### src/shared/evr_pkg.sv
// Constants and types shared by the peripheral event router.
// Assumes a single peripheral clock and generators sampled synchronously.
//
// How it works
// - Six channels route events in parallel.
// - One generator per channel, many users listen.
// - Generator select picks each channel's source.
// - Channels disconnected from generators after reset.
// - Each channel has async and sync subchannel.
// - Sync subchannel lags two to three cycles.
// - Each user selects its channel independently.
// - Routing continues in active, idle, standby.
// - Async subchannel is registered, one clock edge behind.
// - Software may inject events onto channels.
// - One event output pin per I/O port.
// - Sync edge users need clock-sourced events.
package evr_pkg;
  localparam int unsigned EVR_NUM_CH = 6;
  localparam int unsigned EVR_NUM_GEN = 16;
  localparam int unsigned EVR_NUM_USER = 8;
  localparam int unsigned EVR_NUM_PORT = 4;
  localparam int unsigned EVR_SYNC_STAGES = 2;
  localparam int unsigned EVR_GSEL_W = 8;
  localparam int unsigned EVR_USEL_W = 8;
  // Generator select 0 means no generator; 1..EVR_NUM_GEN pick gen_evt[n-1].
  localparam logic [7:0] EVR_GSEL_OFF = 8'h00;
  // User select 0 means off; 1..EVR_NUM_CH pick channel n-1.
  localparam logic [7:0] EVR_USEL_OFF = 8'h00;
  localparam logic [7:0] EVR_SEL_BASE = 8'h01;
  // Index of the sync character generator among the generator inputs.
  localparam int unsigned EVR_GEN_SYNC_CHAR = 0;
endpackage

### src/evr_sync.sv
// Two-stage synchronizer for one event bit onto the peripheral clock.
// Assumes the input may change at any time relative to the clock.
`timescale 1ns/10ps
module evr_sync
  import evr_pkg::*;
(
  input wire logic clock,
  input wire logic resetn,
  input wire logic clk_en,
  input wire logic async_in,
  output logic sync_out
);
  logic meta_q;
  logic sync_q;

  // The first stage feeds only the second one.
  always_ff @(posedge clock or negedge resetn)
  begin
    if (!resetn)
    begin
      meta_q <= 1'b0;
      sync_q <= 1'b0;
    end
    else if (clk_en)
    begin
      meta_q <= async_in;
      sync_q <= meta_q;
    end
  end

  assign sync_out = sync_q;
endmodule // evr_sync

### src/evr_router.sv
// Peripheral event router: generator muxes, subchannels, user muxes and
// port event outputs.
// Assumes generator inputs and select values are sampled on clock.
`timescale 1ns/10ps
module evr_router
  import evr_pkg::*;
(
  input wire logic clock,
  input wire logic resetn,
  input wire logic clk_en,
  input wire logic [EVR_NUM_GEN-1:0] gen_evt,
  input wire logic [EVR_NUM_CH*EVR_GSEL_W-1:0] channel_generator_select,
  input wire logic [EVR_NUM_USER*EVR_USEL_W-1:0] user_channel_select,
  input wire logic [EVR_NUM_PORT*EVR_USEL_W-1:0] port_channel_select,
  input wire logic [EVR_NUM_CH-1:0] sw_inject,
  output logic [EVR_NUM_CH-1:0] ch_async_q,
  output logic [EVR_NUM_CH-1:0] ch_sync_q,
  output logic [EVR_NUM_USER-1:0] user_sync_evt_q,
  output logic [EVR_NUM_USER-1:0] user_async_evt_q,
  output logic [EVR_NUM_PORT-1:0] port_event_output_q
);
  // ****************************************************************
  // Channel generator multiplexers and subchannels
  // ****************************************************************
  logic [EVR_NUM_CH-1:0] ch_raw;
  logic [EVR_NUM_CH-1:0] ch_synced;
  logic [EVR_NUM_CH-1:0] inj_prev_q;
  logic [EVR_NUM_CH-1:0] inj_pulse;

  // An injection held high for many cycles still makes a single pulse.
  assign inj_pulse = sw_inject & ~inj_prev_q;

  always_ff @(posedge clock or negedge resetn)
  begin
    if (!resetn)
      inj_prev_q <= '0;
    else if (clk_en)
      inj_prev_q <= sw_inject;
  end

  for (genvar c = 0; c < EVR_NUM_CH; c++)
  begin : g_ch
    logic [EVR_GSEL_W-1:0] gsel;
    assign gsel = channel_generator_select[c*EVR_GSEL_W +: EVR_GSEL_W];

    // Select 0 (the reset default upstream) connects nothing.
    always_comb
    begin
      ch_raw[c] = 1'b0;
      for (int g = 0; g < EVR_NUM_GEN; g++)
      begin
        if (gsel == EVR_SEL_BASE + EVR_GSEL_W'(g))
          ch_raw[c] = gen_evt[g];
      end
    end

    evr_sync u_sync (
      .clock(clock),
      .resetn(resetn),
      .clk_en(clk_en),
      .async_in(ch_raw[c]),
      .sync_out(ch_synced[c])
    );
  end

  // The asynchronous path is a single register so that every output is
  // driven from a flip-flop; a truly clockless path would bypass it.
  always_ff @(posedge clock or negedge resetn)
  begin
    if (!resetn)
    begin
      ch_async_q <= '0;
      ch_sync_q <= '0;
    end
    else if (clk_en)
    begin
      ch_async_q <= ch_raw | inj_pulse;
      ch_sync_q <= ch_synced | inj_pulse;
    end
  end

  // ****************************************************************
  // User and port multiplexers
  // ****************************************************************
  logic [EVR_NUM_USER-1:0] user_sync_d;
  logic [EVR_NUM_USER-1:0] user_async_d;
  logic [EVR_NUM_PORT-1:0] port_d;

  for (genvar u = 0; u < EVR_NUM_USER; u++)
  begin : g_user
    logic [EVR_USEL_W-1:0] usel;
    assign usel = user_channel_select[u*EVR_USEL_W +: EVR_USEL_W];
    always_comb
    begin
      user_sync_d[u] = 1'b0;
      user_async_d[u] = 1'b0;
      for (int c = 0; c < EVR_NUM_CH; c++)
      begin
        if (usel == EVR_SEL_BASE + EVR_USEL_W'(c))
        begin
          user_sync_d[u] = ch_sync_q[c];
          user_async_d[u] = ch_async_q[c];
        end
      end
    end
  end

  for (genvar p = 0; p < EVR_NUM_PORT; p++)
  begin : g_port
    logic [EVR_USEL_W-1:0] psel;
    assign psel = port_channel_select[p*EVR_USEL_W +: EVR_USEL_W];
    always_comb
    begin
      port_d[p] = 1'b0;
      for (int c = 0; c < EVR_NUM_CH; c++)
      begin
        if (psel == EVR_SEL_BASE + EVR_USEL_W'(c))
          port_d[p] = ch_async_q[c];
      end
    end
  end

  always_ff @(posedge clock or negedge resetn)
  begin
    if (!resetn)
    begin
      user_sync_evt_q <= '0;
      user_async_evt_q <= '0;
      port_event_output_q <= '0;
    end
    else if (clk_en)
    begin
      user_sync_evt_q <= user_sync_d;
      user_async_evt_q <= user_async_d;
      port_event_output_q <= port_d;
    end
  end

  // ****************************************************************
  // Checks
  // ****************************************************************
  for (genvar c = 0; c < EVR_NUM_CH; c++)
  begin : g_chk
    AST_SYNC_LAG: assert property (
      @(posedge clock) disable iff (!resetn)
      (clk_en && $past(clk_en) && $past(clk_en, EVR_SYNC_STAGES)
        && ch_raw[c] && $past(ch_raw[c], EVR_SYNC_STAGES))
      |=> ch_sync_q[c])
      else $error("sync subchannel missed a steady event");
    AST_OFF_QUIET: assert property (
      @(posedge clock) disable iff (!resetn)
      (channel_generator_select[c*EVR_GSEL_W +: EVR_GSEL_W] == EVR_GSEL_OFF
        && !inj_pulse[c] && clk_en) |=> !ch_async_q[c])
      else $error("disconnected channel carried an event");
    AST_ASYNC_FOLLOW: assert property (
      @(posedge clock) disable iff (!resetn)
      clk_en |=> ch_async_q[c] == ($past(ch_raw[c]) | $past(inj_pulse[c])))
      else $error("async subchannel does not follow generator");
    AST_INJ_PULSE: assert property (
      @(posedge clock) disable iff (!resetn)
      (clk_en && inj_pulse[c]) |=> ch_sync_q[c] && ch_async_q[c])
      else $error("injection did not reach both subchannels");
    AST_INJ_ONCE: assert property (
      @(posedge clock) disable iff (!resetn)
      (clk_en && inj_pulse[c]) ##1 clk_en |-> !inj_pulse[c])
      else $error("held injection produced a second pulse");
    // Select values past the last generator decode as off.
    AST_GSEL_RANGE: assert property (
      @(posedge clock) disable iff (!resetn)
      (clk_en && !inj_pulse[c]
        && channel_generator_select[c*EVR_GSEL_W +: EVR_GSEL_W]
        > EVR_GSEL_W'(EVR_NUM_GEN)) |=> !ch_async_q[c])
      else $error("out of range select carried an event");
    AST_SYNC_CHAR: assert property (
      @(posedge clock) disable iff (!resetn)
      (clk_en && !inj_pulse[c]
        && channel_generator_select[c*EVR_GSEL_W +: EVR_GSEL_W]
        == EVR_SEL_BASE + EVR_GSEL_W'(EVR_GEN_SYNC_CHAR))
      |=> ch_async_q[c] == $past(gen_evt[EVR_GEN_SYNC_CHAR]))
      else $error("sync character event not carried as a level");
  end

  for (genvar u = 0; u < EVR_NUM_USER; u++)
  begin : g_uchk
    AST_USER_OFF: assert property (
      @(posedge clock) disable iff (!resetn)
      (clk_en && user_channel_select[u*EVR_USEL_W +: EVR_USEL_W]
        == EVR_USEL_OFF) |=> !user_sync_evt_q[u] && !user_async_evt_q[u])
      else $error("unselected user received an event");
    AST_USER_CH0: assert property (
      @(posedge clock) disable iff (!resetn)
      (clk_en && user_channel_select[u*EVR_USEL_W +: EVR_USEL_W]
        == EVR_SEL_BASE) |=> user_sync_evt_q[u] == $past(ch_sync_q[0]))
      else $error("user on channel 0 does not mirror it");
    AST_USER_ASYNC: assert property (
      @(posedge clock) disable iff (!resetn)
      (clk_en && user_channel_select[u*EVR_USEL_W +: EVR_USEL_W]
        == EVR_SEL_BASE) |=> user_async_evt_q[u] == $past(ch_async_q[0]))
      else $error("async user on channel 0 does not mirror it");
  end

  for (genvar p = 0; p < EVR_NUM_PORT; p++)
  begin : g_pchk
    AST_PORT_CH0: assert property (
      @(posedge clock) disable iff (!resetn)
      (clk_en && port_channel_select[p*EVR_USEL_W +: EVR_USEL_W]
        == EVR_SEL_BASE) |=> port_event_output_q[p] == $past(ch_async_q[0]))
      else $error("port output does not mirror channel 0");
    AST_PORT_OFF: assert property (
      @(posedge clock) disable iff (!resetn)
      (clk_en && port_channel_select[p*EVR_USEL_W +: EVR_USEL_W]
        == EVR_USEL_OFF) |=> !port_event_output_q[p])
      else $error("unselected port pin carried an event");
  end

  // ****************************************************************
  // Clock enable check
  // ****************************************************************
  // A low enable must hold every output, so a gated clock loses no
  // routed state; events arriving meanwhile are not buffered.
  AST_FREEZE: assert property (
    @(posedge clock) disable iff (!resetn)
    !clk_en |=> $stable(ch_async_q) && $stable(ch_sync_q)
      && $stable(user_sync_evt_q) && $stable(user_async_evt_q)
      && $stable(port_event_output_q))
    else $error("outputs moved while the clock enable was low");
endmodule // evr_router

### config.mk
export PLATFORM = sky130hd
export DESIGN_NAME = evr_router
export DESIGN_NICKNAME = d
export VERILOG_FILES = /design/src/shared/evr_pkg.sv /design/src/evr_sync.sv /design/src/evr_router.sv
export SDC_FILE = /design/constraint.sdc
export NUM_CORES = 1
export LEC_CHECK = 0
export BUFFER_PORTS_ARGS = -buffer_cell sky130_fd_sc_hd__buf_2
export CAP_MARGIN = 20
export CORE_MARGIN = 2
export CORE_UTILIZATION = 44
export CTS_BUF_LIST = sky130_fd_sc_hd__clkbuf_4
export CTS_CLUSTER_DIAMETER = 120
export DETAILED_ROUTE_END_ITERATION = 12
export GPL_TIMING_DRIVEN = 0
export PLACE_DENSITY = 0.88
export SYNTH_ARGS = -nofsm -noshare
export SYNTH_HDL_FRONTEND = slang
export SYNTH_HIERARCHICAL = 1
export SYNTH_SLANG_ARGS = --single-unit
export TNS_END_PERCENT = 20
### constraint.sdc
create_clock -name clock -period 1.3 [get_ports clock]
set_input_delay 0.26 -clock clock [delete_from_list [all_inputs] [get_ports clock]]
set_output_delay 0.26 -clock clock [all_outputs]
set_load 0.05 [all_outputs]
After elaboration in Yosys (flattened, before gate mapping):

Index checks and enable logic that the tools add are counted.

* $add $sub $neg: 0
* $mul: 0
* divide/modulo/power cells: 0
* order comparisons: 0
* equality and inequality tests: 168
* shifts and indexed selects: 0
* multiplexer cells: 216
* bitwise logic cells: 4
* reductions and logical operators: 0

Operators by type and width (number)
* $eq A8 B3 Y1 const B: 60
* $eq A8 B4 Y1 const B: 48
* $eq A8 B2 Y1 const B: 36
* $mux W1: 216
* $eq A8 B1 Y1 const B: 18
* $eq A8 B5 Y1 const B: 6
* $or A6 B6 Y6: 2
* $and A6 B6 Y6: 1
* $not A6 Y6: 1

* register bits: 50
* latch bits: 0
* bits in writable memories: 0
* bits in read-only memories: 0
* input port bits: 169
* logic and storage cells: 406
* memories: 0

Logic depth before layout (Yosys ltp):

Gate-level depths: netlist (run 1).

* depth after elaboration: 18
* depth in mapped cells: 7
* gate-level depth less buffers: 6

Hierarchy:

Netlist (run 1), hierarchy kept.

By module, submodules not included
* evr_router: instances 1, cells each 465, area each 3875.0 µm²
* evr_sync: instances 6, cells each 4, area each 72.6 µm²

Worst setup path before layout (run 1):

No wires, ideal clock.

* path type: flip-flop to flip-flop
* start point: register ch_sync_q[2]
* end point: register user_sync_evt_q[5]
* library setup time: 0.135 ns
* arrival time: 1.566 ns
* data required time: 1.165 ns
* path slack: -0.400 ns
* cell stages (with the launch flop): 6
* buffers on the path: 1
* clock period less this slack: 1.700 ns
* cells stage by stage: dfrtp_1 > clkbuf_1 > mux2_2 > a221o_1 > nand4_1 > o22ai_1

* cells in the longest elaborated chain, start to end: 4

RTL lines
* start: declaration: RTL line evr_router.sv:17 `output logic [EVR_NUM_CH-1:0] ch_sync_q,`
* start signal: assignment: RTL line evr_router.sv:78 `ch_sync_q <= ch_synced | inj_pulse;`
* $mux W1 (4 in a row): RTL line evr_router.sv:99 `if (usel == EVR_SEL_BASE + EVR_USEL_W'(c))`
* end signal: assignment: RTL line evr_router.sv:133 `user_sync_evt_q <= user_sync_d;`
* end: declaration: RTL line evr_router.sv:18 `output logic [EVR_NUM_USER-1:0] user_sync_evt_q,`

Every way passes these cells.
A chain may end at the register's enable or synchronous reset.

Worst setup path after layout (run 1):

Ends and elaborated chain as after synthesis.

==> results.py, run 1 <==
metrics = {
    "global_routing": {
        "overflow": 0,
        "grt_usage_pct": 26.36,
        "grt_pass1_wl_mm": 22.07,
        "grt_pass1_vias": 4822,
        "antenna_found_initial": 0,
        "grt_max_degree": 51,
    },
    "logic_synthesis": {
        "yosys_warnings": 6,
        "synth_area_leaders": "dfrtp_1 29%, mux2_2 10%, mux2i_1 7.0%",
        "synth_area_um2": 4310,
        "netlist_instances": 489,
        "synth_top_area_cell": "dfrtp_1",
        "ys_ff_latch": 50,
        "synth_edf_count": 0,
        "synth_most_common_cell": "dfrtp_1",
        "syn_avg_cell_area_um2": 8.815,
        "synth_seq_area_share_pct": 29.03,
        "synth_fp_nets": 658,
        "yosysUniqueCellTypes": 60,
        "synth_top_cell_area_share_pct": 29.03,
        "synthArstFlopShare_pct": 100.0,
        "yosys_most_used_dff": "dfrtp_1",
        "synth_common_cells": "50 x dfrtp_1, 40 x inv_1, 40 x mux2_2",
    },
    "floorplan": {
        "die_w_um": 103.0,
        "placement_rows": 36,
        "dieArea_um2": 10600,
        "initial_core_util_pct": 44.72,
        "die_h_um": 103.0,
        "core_area_um2": 9639,
        "ios": 201,
    },
    "cts": {
        "insertion_delay_ns": 0.37,
        "cts_buffers": 5,
        "cts_buffer_depth": 2,
        "cts_tree": "yes",
        "clk_root_buffer_cell": "clkbuf_4",
        "htreeDepth": 2,
        "clock_sinks": 50,
        "clk_pin_slew_ns": 0.16,
    },
    "run_status": {
        "violations": "setup timing",
        "run_status": "complete, but fails checks",
    },
    "worst_setup_path": {
        "critical_path_class": "reg2reg",
        "cp.required_ns": 1.55,
        "cp_max_fo": 5,
        "worstPathArrival_ns": 1.75,
        "cp-end-kind": "flip-flop",
        "cp-start-kind": "flip-flop",
    },
    "timing": {
        "period_share_pct": 114.8,
        "whs_ns": 0.1346,
        "setup-tns-final_ns": -2.643,
        "min_period_ns": 1.493,
        "setup_slack_ns": -0.1928,
        "fin_skew_ns": 0.01565,
        "rsz0062_at_grt": "yes",
        "slew_headroom_pct": 58.63,
        "fmax_mhz": 669.9,
        "hold_viol": 0,
        "slew_violations": 0,
        "worst_pin_slew_ns": 0.6205,
        "setup_viol": 33,
    },
    "hold_path": {
        "min_path_type": "in2reg",
    },
    "route": {
        "post_drt_wl_per_cell_um": 17.83,
        "routed_wl_mm": 14.76,
        "drt_iter0_drc": 294,
        "dr_total_vias": 4992,
        "drtPass1Iterations": 5,
        "drtAntennaViolNets": 0,
        "drc_errors": 0,
        "viasPerCell": 6.029,
    },
    "job": {
        "max-cap-violations": 0,
    },
    "power_and_ir_drop": {
        "p_leak_nw": 2.682,
        "ir_worst_vdd_uv": 656.0,
        "power_mw": 4.538,
        "p_per_area_nw_per_um2": 766.1,
    },
    "final_layout": {
        "fill_cells": 854,
        "insertedDiodeCount": 0,
        "layout-area-overhead-vs-synth_pct": 37.42,
        "final_nets": 863,
        "drive_gt1_share_pct": 44.03,
        "fin_area_um2": 5923,
    },
    "placement": {
        "io_buffers": 187,
        "hpwl_mm": 11.15,
        "place_congestion": 0.8905,
        "dpl_cell_area_um2": 5464,
    },
}
[final cells by class]
class | instances | area [µm²] | area share, %
Multi-Input combinational cell | 366 | 2853 | 48.16
Sequential cell | 50 | 1264 | 21.33
Timing Repair Buffer | 198 | 1171 | 19.77
Buffer | 33 | 236.5 | 3.992
Tap cell | 133 | 166.4 | 2.809
Inverter | 40 | 150.1 | 2.535
Clock buffer | 6 | 45.04 | 0.7605
Clock inverter | 2 | 37.54 | 0.6337
[where the power goes]
group          internal [mW]  switching, mW  total, mW
Sequential              1.64         0.0765       1.72
Clock                  0.428          0.527      0.955
Combinational          0.846           1.02       1.86
Total                   2.92           1.62       4.54
[routing by layer]
metal	vias to the layer above	global-route usage (%)	share of wire, %	wire (µm)
met2	321	47.20	49	7290
met3	62	5.085	10	1503
met5	-	0	0	0
met4	0	14.57	3.6	534
li1	2281	-	-	-
met1	2328	29.22	37	5432
[state kept, by name, indices dropped and copies added (netlist names)]
name	count
ch_async_q	6
ch_sync_q	6
g_ch.u_sync/meta_q	6
g_ch.u_sync/sync_out	6
inj_prev_q	6
port_event_output_q	4
user_async_evt_q	8
user_sync_evt_q	8
[path summary, 6_finish.rpt]
path	startpoint	endpoint	slack [ns]	cells past startpoint
worst max-delay path	ch_sync_q[2]$_DFFE_PN0P_	user_sync_evt_q[5]$_DFFE_PN0P_	-0.19	5
worst min-delay path	sw_inject[4]	inj_prev_q[4]$_DFFE_PN0P_	0.13	2
worst max register to register	ch_sync_q[2]$_DFFE_PN0P_	user_sync_evt_q[5]$_DFFE_PN0P_	-0.19	5
worst min register to register	g_ch[3].u_sync/sync_out$_DFFE_PN0P_	ch_sync_q[3]$_DFFE_PN0P_	0.52	1
max in group asynchronous	resetn	ch_async_q[0]$_DFFE_PN0P_	0.47	3
min in group asynchronous	resetn	user_async_evt_q[7]$_DFFE_PN0P_	0.30	2
[logic make-up (layout without fill, tap and decap cells)]
family          count (synthesis)  in the layout  synth area share, %
simple gates                  161            161                20.52
compound gates                125            125                20.73
mux                            80             80                22.90
buf+inv                        73            279                6.821
flops                          50             50                29.03
[layout by cell type (no fill, tap or decap), types with 9 or more instances in the layout]
| cell | netlist | layout |
|---|---|---|
| o22ai_1 | 12 | 11 |
| clkbuf_1 | 28 | 13 |
| nand2_1 | 29 | 29 |
| inv_1 | 40 | 40 |
| dfrtp_1 | 50 | 40 |
| nor2b_1 | 13 | 13 |
| nand3b_1 | 9 | 9 |
| o21ai_0 | 27 | 17 |
| o21ai_1 | 0 | 10 |
| a21oi_1 | 19 | 18 |
| dfrtp_2 | 0 | 10 |
| mux2_2 | 40 | 38 |
| buf_6 | 2 | 11 |
| nor3_1 | 15 | 14 |
| o221ai_1 | 10 | 10 |
| nor2_1 | 35 | 34 |
| nand4_1 | 12 | 12 |
| mux2i_1 | 30 | 30 |
| buf_4 | 1 | 27 |
| buf_2 | 1 | 149 |
| clkbuf_4 | 0 | 27 |
| a221o_1 | 10 | 10 |
[worst max-delay path, stage by stage, from the launching register on]
cell and delay, ns:
dfrtp_2 0.47, buf_8 0.14, mux2_2 0.27, a221o_1 0.33
nand4_1 0.10, o22ai_1 0.07
[per-stage QoR]
stage / instances / util [%] / worst slack (ns)
after floorplan: 489 / - / -0.3064
after global placement: 809 / 56.68 / -0.8402
after detailed placement: 809 / 56.68 / -0.8358
after CTS: 825 / 59.87 / -0.1691
after global routing: 828 / 61.45 / -0.2333
final: 828 / 61.45 / -0.1928
[repair_timing]
action | in CTS | in global routing
buffers inserted | 8 | 1
setup endpoints to repair | 50 | 63
resized for setup | 63 | 52
cloned | 0 | 0
hold buffers | 0 | 1
pin swaps | 12 | 10
hold endpoints to repair | 0 | 11
(Power assumes the default switching activity.)
==> run 2, diff against run 1 <==
Settings changed: ABC_AREA set to 1, CORE_UTILIZATION 44 to 46, PLACE_DENSITY 0.88 to 0.89.
==> results.py, run 2 <==
metrics = {
    "floorplan": {
        "placement_rows": 37,
        "initial_core_util_pct": 47.55,
        "ios": 201,
        "core_area_um2": 10370,
        "dieArea_um2": 11560,
        "die_w_um": 107.5,
        "die_h_um": 107.5,
    },
    "final_layout": {
        "mostFrequentLayoutCells": "252 x nand2_1, 167 x buf_2, 133 x inv_1",
        "fin_area_um2": 6381,
        "layout-area-overhead-vs-synth_pct": 29.41,
        "final_cells": 1208,
        "reg_top3": "user_async_evt_q: 8 flops, user_sync_evt_q: 8 flops",
        "fin_util_pct": 61.53,
        "layout_commonest_cell": "nand2_1",
        "insertedDiodeCount": 0,
        "drive_gt1_share_pct": 24.91,
        "final_nets": 1240,
    },
    "global_routing": {
        "grt_max_degree": 42,
        "antenna_found_initial": 1,
        "grt_pass1_vias": 5783,
        "grt_usage_pct": 27.75,
        "overflow": 0,
        "grt_pass1_wl_mm": 26.05,
    },
    "placement": {
        "hpwl_mm": 12.47,
        "place_congestion": 0.9730,
        "dpl.cell_count": 1190,
        "io_buffers": 190,
        "dpl_cell_area_um2": 6082,
    },
    "logic_synthesis": {
        "synth_top_cell_area_share_pct": 25.37,
        "synth_common_cells": "252 x nand2_1, 135 x inv_1, 110 x nand3_1",
        "synth_most_common_cell": "nand2_1",
        "synth_fp_nets": 1032,
        "syn_avg_cell_area_um2": 5.714,
        "ys_ff_latch": 50,
        "synth_edf_count": 0,
        "synth_seq_area_share_pct": 25.37,
        "yosysUniqueCellTypes": 34,
        "yosys_most_used_dff": "dfrtp_1",
        "synth_top_area_cell": "dfrtp_1",
        "netlist_instances": 863,
        "synth_area_um2": 4931,
        "synthArstFlopShare_pct": 100.0,
        "synth_area_leaders": "dfrtp_1 25%, nand2_1 19%, nand3_1 11%",
        "yosys_warnings": 6,
    },
    "cts": {
        "clk_root_buffer_cell": "clkbuf_4",
        "cts_buffers": 5,
        "clock_sinks": 50,
        "cts_buffer_depth": 2,
        "clk_pin_slew_ns": 0.15,
        "htreeDepth": 2,
        "cts_tree": "yes",
        "insertion_delay_ns": 0.38,
    },
    "timing": {
        "min_period_ns": 1.314,
        "setup_viol": 1,
        "whs_ns": 0.09310,
        "rsz0062_at_grt": "yes",
        "period_share_pct": 101.1,
        "fmax_mhz": 761.2,
        "hold_viol": 0,
        "slew_violations": 0,
        "slew_headroom_pct": 71.12,
        "fin_skew_ns": 0.01591,
        "setup-tns-final_ns": -0.01375,
        "setup_slack_ns": -0.01375,
        "worst_pin_slew_ns": 0.4332,
    },
    "worst_setup_path": {
        "worstPathArrival_ns": 1.05,
        "cp.required_ns": 1.04,
        "path_buf_inv": 1,
        "critical_path_class": "reg2out",
        "cp-start-kind": "flip-flop",
        "max_stage_delay_ns": 0.50,
        "critPathSlowestCell": "dfrtp_2",
        "rrSetupSlack_ns": 0.01,
        "cp_top_family": "flip-flops",
        "path_cells": "buf_6",
        "cp-end-kind": "output pin",
        "cp_max_fo": 3,
    },
    "run_status": {
        "run_status": "complete, but fails checks",
        "violations": "setup timing",
    },
    "route": {
        "drtPass1Iterations": 6,
        "viasPerCell": 5.406,
        "drc_errors": 0,
        "drt_iter0_drc": 539,
        "drtAntennaViolNets": 0,
        "post_drt_wl_per_cell_um": 13.66,
        "dr_total_vias": 6531,
        "routed_wl_mm": 16.50,
    },
    "job": {
        "max-cap-violations": 0,
    },
    "hold_path": {
        "min_path_type": "in2reg",
    },
    "power_and_ir_drop": {
        "p_leak_nw": 3.698,
        "ir_worst_vdd_uv": 350.6,
        "p_per_area_nw_per_um2": 648.8,
    },
}
## run 2: cell types whose count changed after synthesis, sizes merged, moves of 14 or more
cell,delta
mux2i,-30
inv,+101
nand3,+108
mux2,-40
buf,+17
nor2,+57
o21ai,+14
clkbuf,-21
nand4,+33
nand2,+224
## run 2: stage by stage
step                total power, mW  worst slack, ns
floorplan                     2.584         -0.02620
global placement              3.200          -0.4237
detailed placement            3.235          -0.4496
CTS                           4.039         -0.02088
global route                  4.354         -0.02662
finish                        4.140         -0.01375
## run 2: worst paths after layout
path                                                        start                                 to  cells past startpoint
worst min register to register  g_ch[3].u_sync/meta_q$_DFFE_PN0P_  g_ch[3].u_sync/meta_q$_DFFE_PN0P_                      2
worst max register to register          ch_async_q[3]$_DFFE_PN0P_          ch_async_q[3]$_DFFE_PN0P_                      4
min in group asynchronous                                  resetn    user_async_evt_q[6]$_DFFE_PN0P_                      2
max in group asynchronous                                  resetn          ch_async_q[4]$_DFFE_PN0P_                      3
worst min-delay path                                 sw_inject[4]          inj_prev_q[4]$_DFFE_PN0P_                      3
worst max-delay path                    ch_async_q[5]$_DFFE_PN0P_                      ch_async_q[5]                      1
## run 2: cells by family (layout without fill, tap and decap cells)
| family | Yosys count | after routing | share of synthesized area [%] |
|---|---|---|---|
| AND/OR/NAND/NOR | 552 | 552 | 50.22 |
| AO/OA/AOI/OAI | 90 | 90 | 10.10 |
| buffers and inverters | 171 | 380 | 14.31 |
| flip-flops | 50 | 50 | 25.37 |
## run 2: area by class of cell
type,instances,area (µm²)
sequential,50,1260
tap,136,170.2
fill,982,3989
clock inverter,2,12.51
timing repair buffer,201,1155
buffer,29,211.5
inverter,142,536.8
clock buffer,6,45.04
multi-input combinational,642,2990
## run 2: power breakdown
group / switching [mW] / internal [mW] / total, mW
Combinational: 1.07 / 0.603 / 1.67
Clock: 0.526 / 0.236 / 0.762
Sequential: 0.0667 / 1.64 / 1.71
Total: 1.66 / 2.48 / 4.14
## run 2: repair_timing
item / in CTS / in global routing
resized for setup: 21 / 49
buffers inserted: 5 / 4
endpoints found under the setup margin: 25 / 48
pin swaps: 0 / 1
hold buffers: 1 / 0
hold endpoints to repair: 9 / 0
## run 2: routing by layer
layer	global-route usage (%)	part of all wire [%]	vias up
met3	4.116	9.9	61
met5	0	0.073	-
met2	48.92	48	361
met1	34.20	38	2880
li1	-	-	3227
met4	10.07	3.5	2
## run 2: tightest hold or removal path, stage by stage
cell and delay (ns):
buf_2 0.09, nand2_1 0.04, o21ai_0 0.05
